[src/dcs_params.svh]
// Constants for the converter calibration and status register bank.
// Assumes APB byte addresses are four times the register index.
`ifndef DCS_PARAMS_SVH
`define DCS_PARAMS_SVH
`define DCS_IDX_SUPPLY   6'h07
`define DCS_IDX_CAL_EN   6'h08
`define DCS_IDX_GAIN     6'h09
`define DCS_IDX_OFFS     6'h0A
`define DCS_IDX_FLAGS    6'h0B
`define DCS_IDX_MASK     6'h0C
`define DCS_IDX_USER     6'h1E
`define DCS_RST_SUPPLY   6'h1C
`define DCS_RST_ZERO     16'h0000
`define DCS_RST_SRC      6'h20
`define DCS_IDENT_BITS   3'h5
`define DCS_BIT_LEARN    12
`define DCS_BIT_WDT      11
`define DCS_BIT_PG       7
`define DCS_BIT_TGL      6
`define DCS_BIT_CRE      5
`define DCS_BIT_TMP      4
`define DCS_BIT_FAULT    0
`define DCS_NEG_CLAMP_SELECT_MAX    4'h9
`endif

[src/dcs_pkg.sv]
// Types shared by the calibration and status register bank.
// Assumes the constants header is compiled alongside.
package dcs_pkg;
  typedef struct packed {
    logic learn_done;
    logic watchdog;
    logic supply_good;
    logic crc_fail;
    logic over_temp;
    logic out_fault;
  } dcs_src_type;
  typedef struct packed {
    logic [3:0] neg_clamp_select;
    logic [1:0] arm_select;
  } dcs_supply_type;
endpackage

[src/dcs_regs.sv]
// APB register bank: clamp/arm config, calibration, status flags, masks.
// Assumes condition pins are asynchronous; converter code and mode are
// on sys_clk.
//
// How it works
// - Negative clamp field, validity per output mode
// - Arm select field, 00 disables both arms
// - Calibration enable bit, resets off
// - Sixteen-bit gain correction, reset zero
// - Sixteen-bit offset correction, reset zero
// - Learn-done bit 12, reads one after reset
// - Bit 11 flags watchdog expiry
// - Bit 7 shows supply power good
// - Bit 6 echoes host toggle bit
// - Bit 5 flags frame integrity error
// - Bit 4 flags over temperature
// - Bit 0 flags output channel fault
// - Mask register per alarm source, reset zero
// - Masked condition leaves alarm pin, flag kept
`timescale 1ns/1ps
`default_nettype none
`include "dcs_params.svh"

module dcs_regs
  import dcs_pkg::*;
(
  // Clock and reset
  input  wire logic           sys_clk,
  input  wire logic           rst_b,
  // APB slave
  input  wire logic           psel,
  input  wire logic           penable,
  input  wire logic           pwrite,
  input  wire logic [7:0]     paddr,
  input  wire logic [31:0]    pwdata,
  output var  logic [31:0]    prdata,
  output var  logic           pready,
  output var  logic           pslverr,
  // Condition pins
  input  wire dcs_src_type    src_pins,
  // Converter datapath
  input  wire logic           voltage_mode,
  input  wire logic [15:0]    dac_code,
  output var  logic [15:0]    cal_code,
  // Supply converter controls
  output var  dcs_supply_type supply_cfg,
  output var  logic           clamp_code_valid,
  // Alarm
  output var  logic           alarm_irq
);

  // Registers
  logic [31:0]    prdata_q;
  logic           pready_q;
  logic           pslverr_q;
  dcs_supply_type supply_q;
  logic           cal_enable_q;
  logic [15:0]    gain_correction_q;
  logic [15:0]    offset_correction_q;
  logic [15:0]    alarm_pin_masks_q;
  logic           host_toggle_bit_q;
  logic [3:0]     sticky_q;
  logic [3:0]     sticky_d;
  logic [15:0]    cal_code_q;
  logic           clamp_valid_q;
  logic           alarm_q;

  // Bus decode
  wire [5:0] idx     = paddr[7:2];
  wire       setup   = psel & ~penable;
  wire       acc     = psel & penable & pready_q;
  wire       hit_sup = (idx == `DCS_IDX_SUPPLY);
  wire       hit_cal = (idx == `DCS_IDX_CAL_EN);
  wire       hit_gn  = (idx == `DCS_IDX_GAIN);
  wire       hit_of  = (idx == `DCS_IDX_OFFS);
  wire       hit_fl  = (idx == `DCS_IDX_FLAGS);
  wire       hit_mk  = (idx == `DCS_IDX_MASK);
  wire       hit_us  = (idx == `DCS_IDX_USER);
  wire       hit     = hit_sup | hit_cal | hit_gn | hit_of | hit_fl
                     | hit_mk | hit_us;
  wire       wr_acc  = acc & pwrite & hit;
  wire       rd_acc  = acc & ~pwrite;

  // Synchronised condition levels
  localparam logic [5:0] SRC_RST = `DCS_RST_SRC;
  wire  [5:0]  filt_q;
  dcs_src_type filt;
  assign filt = filt_q;

  // Three-stage sync per pin; a level counts once stages two and three agree
  for (genvar i = 0; i < 6; i++) begin : g_sync
    logic [2:0] sh_q;
    logic       lvl_q;
    always_ff @(posedge sys_clk or negedge rst_b) begin
      if (!rst_b) begin
        sh_q  <= {3{SRC_RST[i]}};
        lvl_q <= SRC_RST[i];
      end else begin
        sh_q <= {sh_q[1:0], src_pins[i]};
        if (sh_q[1] == sh_q[2]) begin
          lvl_q <= sh_q[2];
        end
      end
    end
    assign filt_q[i] = lvl_q;
  end

  // Status word view
  wire [15:0] flags_word = {
    3'h0,
    filt.learn_done,
    sticky_q[3],
    `DCS_IDENT_BITS,
    filt.supply_good,
    host_toggle_bit_q,
    sticky_q[2],
    sticky_q[1],
    3'h0,
    sticky_q[0]
  };

  // Read mux
  wire [15:0] rd_word =
      hit_sup ? {10'h000, supply_q} :
      hit_cal ? {15'h0000, cal_enable_q} :
      hit_gn  ? gain_correction_q :
      hit_of  ? offset_correction_q :
      hit_fl  ? flags_word :
      hit_mk  ? alarm_pin_masks_q :
      hit_us  ? {15'h0000, host_toggle_bit_q} : `DCS_RST_ZERO;

  // Sticky events; only bits the host actually saw are cleared
  wire       rd_clr  = rd_acc & hit_fl;
  wire [3:0] seen    = {prdata_q[`DCS_BIT_WDT], prdata_q[`DCS_BIT_CRE],
                        prdata_q[`DCS_BIT_TMP], prdata_q[`DCS_BIT_FAULT]};
  wire [3:0] events  = {filt.watchdog, filt.crc_fail,
                        filt.over_temp, filt.out_fault};
  assign sticky_d = (sticky_q & ~(seen & {4{rd_clr}})) | events;

  // Mask bits in status layout
  wire [3:0] src_mask = {alarm_pin_masks_q[`DCS_BIT_WDT],
                         alarm_pin_masks_q[`DCS_BIT_CRE],
                         alarm_pin_masks_q[`DCS_BIT_TMP],
                         alarm_pin_masks_q[`DCS_BIT_FAULT]};
  wire       alarm_d  = |(sticky_q & ~src_mask);

  // Calibration datapath
  wire [31:0] prod    = dac_code * gain_correction_q;
  wire [16:0] cal_sum = {1'b0, prod[31:16]} + {1'b0, offset_correction_q};
  wire [15:0] cal_sat = cal_sum[16] ? 16'hFFFF : cal_sum[15:0];

  // Clamp code legality
  wire [3:0] ncl = supply_q.neg_clamp_select;
  wire clamp_ok = voltage_mode
                ? (ncl == 4'h2) | (ncl == 4'h7) | (ncl == 4'h9)
                : (ncl <= `DCS_NEG_CLAMP_SELECT_MAX);

  // Bus answer; zero wait states
  always_ff @(posedge sys_clk or negedge rst_b) begin
    if (!rst_b) begin
      prdata_q  <= 32'h00000000;
      pready_q  <= 1'b0;
      pslverr_q <= 1'b0;
    end else begin
      pready_q  <= setup;
      pslverr_q <= setup & ~hit;
      if (setup & ~pwrite) begin
        prdata_q <= {16'h0000, rd_word};
      end
    end
  end

  // Writable registers
  always_ff @(posedge sys_clk or negedge rst_b) begin
    if (!rst_b) begin
      supply_q            <= `DCS_RST_SUPPLY;
      cal_enable_q        <= 1'b0;
      gain_correction_q   <= `DCS_RST_ZERO;
      offset_correction_q <= `DCS_RST_ZERO;
      alarm_pin_masks_q   <= `DCS_RST_ZERO;
      host_toggle_bit_q   <= 1'b0;
    end else if (wr_acc) begin
      if (hit_sup) supply_q <= pwdata[5:0];
      if (hit_cal) cal_enable_q <= pwdata[0];
      if (hit_gn) gain_correction_q <= pwdata[15:0];
      if (hit_of) offset_correction_q <= pwdata[15:0];
      if (hit_mk) alarm_pin_masks_q <= pwdata[15:0];
      if (hit_us) host_toggle_bit_q <= pwdata[0];
    end
  end

  // Flags, datapath and pin outputs
  always_ff @(posedge sys_clk or negedge rst_b) begin
    if (!rst_b) begin
      sticky_q      <= 4'h0;
      cal_code_q    <= `DCS_RST_ZERO;
      clamp_valid_q <= 1'b0;
      alarm_q       <= 1'b0;
    end else begin
      sticky_q      <= sticky_d;
      cal_code_q    <= cal_enable_q ? cal_sat : dac_code;
      clamp_valid_q <= clamp_ok;
      alarm_q       <= alarm_d;
    end
  end

  assign prdata           = prdata_q;
  assign pready           = pready_q;
  assign pslverr          = pslverr_q;
  assign supply_cfg       = supply_q;
  assign cal_code         = cal_code_q;
  assign clamp_code_valid = clamp_valid_q;
  assign alarm_irq        = alarm_q;
endmodule

`default_nettype wire

[config.mk]
export PLATFORM = sky130hd
export DESIGN_NAME = dcs_regs
export DESIGN_NICKNAME = d
export VERILOG_FILES = /design/src/dcs_pkg.sv /design/src/dcs_regs.sv
export VERILOG_INCLUDE_DIRS = /design/src
export SDC_FILE = /design/constraint.sdc
export NUM_CORES = 1
export LEC_CHECK = 0
export BUFFER_PORTS_ARGS = -buffer_cell sky130_fd_sc_hd__buf_2
export CAP_MARGIN = 0
export CORE_UTILIZATION = 33
export CTS_BUF_LIST = sky130_fd_sc_hd__clkbuf_2 sky130_fd_sc_hd__clkbuf_4 sky130_fd_sc_hd__clkbuf_8
export DETAILED_ROUTE_END_ITERATION = 8
export HOLD_SLACK_MARGIN = 0.12
export PLACE_DENSITY_LB_ADDON = 0.2
export SYNTH_ARGS = -nofsm -noshare
export SYNTH_HDL_FRONTEND = slang
export SYNTH_SLANG_ARGS = --single-unit
export TNS_END_PERCENT = 1
[constraint.sdc]
create_clock -name sys_clk -period 9.5 [get_ports sys_clk]
set_input_delay 0.95 -clock sys_clk [delete_from_list [all_inputs] [get_ports sys_clk]]
set_output_delay 0.95 -clock sys_clk [all_outputs]
set_load 0.01 [all_outputs]
### Word level (Yosys, flattened, before mapping)

Cells that the tools add are included.

| cells by class | value |
|---|---|
| add/subtract/negate cells | 1 |
| multipliers | 1 |
| magnitude comparators | 1 |
| equal/unequal tests | 16 |
| multiplexer cells | 10 |
| bitwise gates (word level) | 26 |
| reductions and logical operators | 7 |

Operator list:

| kind | number |
|---|---|
| 16-bit 2-to-1 mux | 8 |
| 16-bit by 16-bit multiplier with 32-bit output | 1 |
| 6-bit by 4-bit equality test with 1-bit output, second input constant | 5 |
| 16-bit by 16-bit adder with 17-bit output | 1 |
| 4-bit AND | 3 |
| 2-bit AND reduction | 6 |
| 1-bit AND | 9 |
| 4-bit inverter | 2 |
| 1-bit OR | 8 |
| 1-bit equality test | 6 |
| 6-bit by 3-bit equality test with 1-bit output, second input constant | 1 |
| 6-bit by 5-bit equality test with 1-bit output, second input constant | 1 |
| 4-bit by 2-bit equality test with 1-bit output, second input constant | 1 |
| 4-bit by 3-bit equality test with 1-bit output, second input constant | 1 |
| 4-bit equality test, second input constant | 1 |
| 4-bit less-or-equal comparator, second input constant | 1 |
| 4-bit OR | 1 |
| 4-bit OR reduction | 1 |
| 1-bit inverter | 3 |
| 1-bit 2-to-1 mux | 2 |

| storage, ports and cells | value |
|---|---|
| register bits after elaboration | 120 |
| output and inout bits | 58 |

### Logic depth before layout (Yosys ltp)

| logic depth | value |
|---|---|
| word-level depth | 9 |
| mapped depth | 31 |
| mapped depth without buffers | 28 |

### Worst setup path before layout

No wires, ideal clock.

| path | value |
|---|---|
| path type | input to register |
| start point | in dac_code[13] |
| end point | reg cal_code_q[13] (netlist: cal_code[13]) |
| setup time | 121 ps |
| arrival | 7626 ps |
| data required time | 9379 ps |
| path slack | 1753 ps |
| stages on the path | 28 |
| path buffers | 3 |
| cell sequence | clkbuf_1 > clkbuf_1 > nand2_1 > fa_1 > fa_1 > fa_1 > inv_1 > fa_1 > fa_1 > inv_1 > fa_1 > inv_1 > ha_1 > a21oi_1 > o21ai_0 > a311oi_1 > o221ai_1 > a21oi_1 > o21ai_1 > xor2_1 > ha_1 > a21oi_1 > o21ai_0 > or3_1 > nor3_1 > o21bai_1 > buf_2 > o22a_1 |

| between the ends | value |
|---|---|
| word-level cells in the longest chain between the ends | 4 |

Ends and longest elaborated chain:

| element | RTL line | RTL |
|---|---|---|
| start: declaration | dcs_regs.sv:43 | `input wire logic [15:0] dac_code,` |
| 16-bit by 16-bit multiplier with 32-bit output | dcs_regs.sv:148 | `wire [31:0] prod = dac_code * gain_correction_q;` |
| 16-bit by 16-bit adder with 17-bit output | dcs_regs.sv:149 | `wire [16:0] cal_sum = {1'b0, prod[31:16]} + {1'b0, offset_correction_q};` |
| 16-bit 2-to-1 mux | dcs_regs.sv:150 | `wire [15:0] cal_sat = cal_sum[16] ? 16'hFFFF : cal_sum[15:0];` |
| 16-bit 2-to-1 mux (*) | dcs_regs.sv:201 | `cal_code_q <= cal_enable_q ? cal_sat : dac_code;` |
| end signal: assignment | dcs_regs.sv:196 | `` cal_code_q <= `DCS_RST_ZERO; `` |
| end signal: assignment | dcs_regs.sv:201 |  |
| end: declaration | dcs_regs.sv:64 | `logic [15:0] cal_code_q;` |

Mark *: on every way between the ends. The rest lies on a longest branch, timed or not.
A chain may end at the register's enable or synchronous reset.

### Worst setup path after layout

| path | value |
|---|---|
| start point | in dac_code[7] |
| end point | reg cal_code_q[15] (netlist: cal_code[15]) |

| between the ends | value |
|---|---|
| word-level cells in the longest chain between the ends | 4 |

Ends and longest elaborated chain:

| element | RTL line |
|---|---|
| 16-bit by 16-bit multiplier with 32-bit output | dcs_regs.sv:148 |
| 16-bit by 16-bit adder with 17-bit output | dcs_regs.sv:149 |
| 16-bit 2-to-1 mux | dcs_regs.sv:150 |
| 16-bit 2-to-1 mux | dcs_regs.sv:201 |

Every way passes these cells.

==> impl_table.tex <==
\begin{tabular}{lr}
\hline
Metric & Value \\
\hline
\multicolumn{2}{l}{\textbf{Critical path}} \\
Peak fanout along the critical path & 17 \\
Worst EP required & 9.81 ns \\
Startpoint of the worst-slack reg-to-reg timing path & gain\_correction\_q[7]\$\_DFFE\_PN0P\_ \\
Slowest CP cell & fa\_1 \\
Type of the setup path with the least slack & in2reg \\
Worst path max stage delay & 0.56 ns \\
Minimum setup slack among reg-to-reg paths & 1.47 ns \\
CP most frequent cell & fa\_1 \\
Startpoint types & input port \\
Endpoint kind of the worst setup timing path & flip-flop \\
Arrival time at the worst endpoint & 8.38 ns \\
Reg-to-Reg End & cal\_code[15]\$\_DFF\_PN0\_ \\
Path depth of the worst reg2reg path & 28 \\
\multicolumn{2}{l}{\textbf{Yosys}} \\
Register area share after synthesis & 21.61\% \\
Warnings from Yosys & 0 \\
Syn Std Cell Area & 13940 um2 \\
Top cells by area, synth & fa\_1, dfrtp\_1, ha\_1, inv\_1, nand2\_1 \\
Mean cell area of the mapped netlist & 9.580 um2 \\
Primary flip-flop cell chosen by synthesis mapping & dfrtp\_1 \\
Synth area leader & fa\_1 \\
Flip-flop and latch count after synthesis & 120 \\
Number of cells produced by synthesis & 1455 \\
Count of cell types in the netlist & 74 \\
Share of synthesized registers carrying an async set or reset & 100.0\% \\
Synth cell count leaders & inv\_1, nand2\_1, fa\_1 \\
Library cell with the highest instance count after synthesis & inv\_1 \\
Top-area cell type share of the netlist area & 27.86\% \\
EDFF count, synth & 0 \\
\multicolumn{2}{l}{\textbf{Pwr}} \\
P\_leak & 7.711 nW \\
Worst IR drop on VDD & 0.07926 mV \\
Power density over the cells & 73.81 nW/um2 \\
\multicolumn{2}{l}{\textbf{Hold path}} \\
Type of the worst min-delay path & reg2reg \\
Instance count along the most critical hold path & 0 \\
Hold Path Origin & g\_sync[1].sh\_q[0]\$\_DFF\_PN0\_ \\
Endpoint with the worst hold slack & g\_sync[1].sh\_q[1]\$\_DFF\_PN0\_ \\
\multicolumn{2}{l}{\textbf{Timing}} \\
RSZ-0062 raised after global routing & no \\
Actual slew at the worst max-slew pin & 1.071 ns \\
Worst slew slack as a fraction of its limit & 28.63\% \\
Total count of max-transition violations in the final report & 0 \\
Maximum clock frequency & 124.0 MHz \\
Finish-stage setup viols & 0 \\
Smallest hold slack & 0.3514 ns \\
Share of the clock period used by the worst path after layout & 84.90\% \\
Count of final hold-check violations & 0 \\
Minimum period implied by the final worst setup slack & 8.065 ns \\
Clock tree skew after final layout & 0.01361 ns \\
Total negative slack & 0 ns \\
\multicolumn{2}{l}{\textbf{Flow run}} \\
Number of violations of the max-capacitance limit & 0 \\
\multicolumn{2}{l}{\textbf{Floorplanning}} \\
Total die area & 43060 um2 \\
Placeable Area & 41200 um2 \\
Io pins & 126 \\
Rows & 74 \\
DIE HEIGHT & 207.5 um \\
Width of the chip & 207.5 um \\
Starting density of the core & 33.83\% \\
\multicolumn{2}{l}{\textbf{Clock tree}} \\
Clock Sinks & 120 \\
TritonCTS buffer count & 17 \\
Buffer count from post-CTS setup fixing & 0 \\
CTS tree & done \\
Root Buffer Master & clkbuf\_8 \\
Later-pin clock latency in the skew report & 0.44 ns \\
Clock slew at the register clock pins of the worst setup and hold paths & 0.08 ns \\
Quantity of hold-fixing buffers added after cts & 0 \\
CTS H-tree depth & 4 \\
Maximum buffer depth of the clock tree & 2 \\
Number of instances resized during post-cts repair & 0 \\
\multicolumn{2}{l}{\textbf{Global route}} \\
Total global routing overflow & 0 \\
Maximum number of pins on one net before global-route repair & 66 \\
GRT Resource Usage Total & 17.74\% \\
Initial antenna violation count & 0 \\
Via count of the first global-routing pass & 11.03k \\
Wire length of the first global-routing pass & 60.00 mm \\
\multicolumn{2}{l}{\textbf{Finish}} \\
Layout cells sized above 1 & 10.37\% \\
Reg area & 3012 um2 \\
Filler Cell Count & 4203 \\
Synth-to-layout area growth & 9.165\% \\
Area of the multi-input gates & 9692 um2 \\
Number of nets in the finished design & 1892 \\
\multicolumn{2}{l}{\textbf{Route}} \\
Routed length on met1 & 17.01 mm \\
Routed len/inst & 17.69 um \\
Iteration-0 DRC count of the detailed router & 530 \\
Number of antenna-violating nets in the routed design & 0 \\
Count of vias placed by the detailed router & 10.20k \\
Routed wire length on met2 & 17.60 mm \\
Post-route DRC & 0 \\
Total met3 wirelength after detailed routing & 1.305 mm \\
Post-detailed-routing wire length & 36.37 mm \\
Uppermost layer routed & met4 \\
Vias/cell & 4.961 \\
First-pass iteration count of the detailed router & 5 \\
\multicolumn{2}{l}{\textbf{Placement}} \\
Detailed Place HPWL & 28.23 mm \\
Placer Congestion & 0.8419 \\
Number of buffer cells added on primary ports & 91 \\
\multicolumn{2}{l}{\textbf{Run status}} \\
Outcome & finished clean \\
\hline
\end{tabular}
==> through the flow <==
step                 power, W  instances  instance area [um2]  utilization [%]  setup slack, ns
finish               0.001123       2056                15220            36.93            1.435
global route         0.001166       2055                15210            36.92           0.8978
CTS                  0.001136       2055                15210            36.92            1.422
detailed placement  0.0006498       2025                14800            35.93           0.9821
global placement    0.0006487       2025                14800            35.93           0.9610
floorplan           0.0005912       1470                13990                -            1.753
==> cell type report <==
| class | count | share of cell area, % |
|---|---|---|
| Timing Repair Buffer | 98 | 3.380 |
| Antenna cell | 1 | 0.01645 |
| Clock inverter | 11 | 0.9785 |
| Multi-Input combinational cell | 1030 | 63.70 |
| Clock buffer | 19 | 1.719 |
| Inverter | 245 | 6.044 |
| Sequential cell | 120 | 19.79 |
| Tap cell | 532 | 4.375 |
==> flip-flops by register name, summed over array words and instances (netlist names) <==
register             count
cal_enable_q             1
g_sync.lvl_q             6
offset_correction_q     16
cal_code                16
pslverr                  1
supply_cfg               2
alarm_pin_masks_q       16
ncl                      4
prdata                  16
clamp_code_valid         1
host_toggle_bit_q        1
alarm_irq                1
gain_correction_q       16
pready                   1
sticky_q                 4
g_sync.sh_q             18
==> cell usage in the layout (no fill, tap or decap), drive strengths merged, types with 5 or more instances in the layout <==
master / Yosys / layout
a211oi: 7 / 7
a21o: 5 / 5
a21oi: 53 / 53
a221oi: 6 / 6
and2: 114 / 114
buf: 26 / 98
clkbuf: 49 / 19
conb: 1 / 16
dfrtp: 113 / 113
dfstp: 7 / 7
fa: 194 / 194
ha: 118 / 118
inv: 245 / 246
maj3: 6 / 6
mux2: 58 / 58
nand2: 196 / 196
nand2b: 9 / 9
nand3: 11 / 11
nand4: 7 / 7
nor2: 40 / 40
nor3: 7 / 7
nor4: 5 / 5
o211ai: 5 / 5
o21a: 5 / 5
o21ai: 63 / 63
o21bai: 7 / 7
o22a: 14 / 14
xnor2: 20 / 20
xor2: 8 / 8
==> cells by family after synthesis <==
group           synth area share [%]
other cells                  0.02690
flops                          21.61
buf+inv                        9.264
compound gates                 8.869
xor+xnor                       1.759
mux                            4.758
simple gates                   14.83
fa+ha+maj                      38.89
==> critical path, delay by kind of cell <==
kind            cells  cell delay, ns
compound gates      5            0.94
xor+xnor            1            0.30
fa+ha+maj           9            4.05
buf+inv             7            0.70
simple gates        7            1.41
==> power breakdown <==
group	switching, W	total (W)	internal [W]
registers	0.00000994	0.000536	0.000526
logic	0.0000741	0.000103	0.0000291
clock network	0.000213	0.000484	0.000271
total	0.000297	0.00112	0.000826
==> routing by layer <==
metal / up-vias / global-route usage [%]
li1: 4703 / -
met5: - / 0
met2: 196 / 30.01
met3: 36 / 2.390
met4: 0 / 4.014
met1: 5265 / 24.06
==> how the worst max path moves through the flow <==
stage	startpoint	to	slack, ns	cells after the start
5_1_grt	dac_code[10]	cal_code[15]$_DFF_PN0_	0.90	27
6_report	dac_code[7]	cal_code[15]$_DFF_PN0_	1.43	29
4_1_cts	dac_code[7]	cal_code[14]$_DFF_PN0_	1.42	28
3_3_place_gp	dac_code[7]	cal_code[15]$_DFF_PN0_	0.96	29
2_1_floorplan	dac_code[13]	cal_code[13]$_DFF_PN0_	1.75	28
3_5_place_dp	dac_code[7]	cal_code[14]$_DFF_PN0_	0.98	28
No activity file was read; power rests on OpenSTA's default activity.
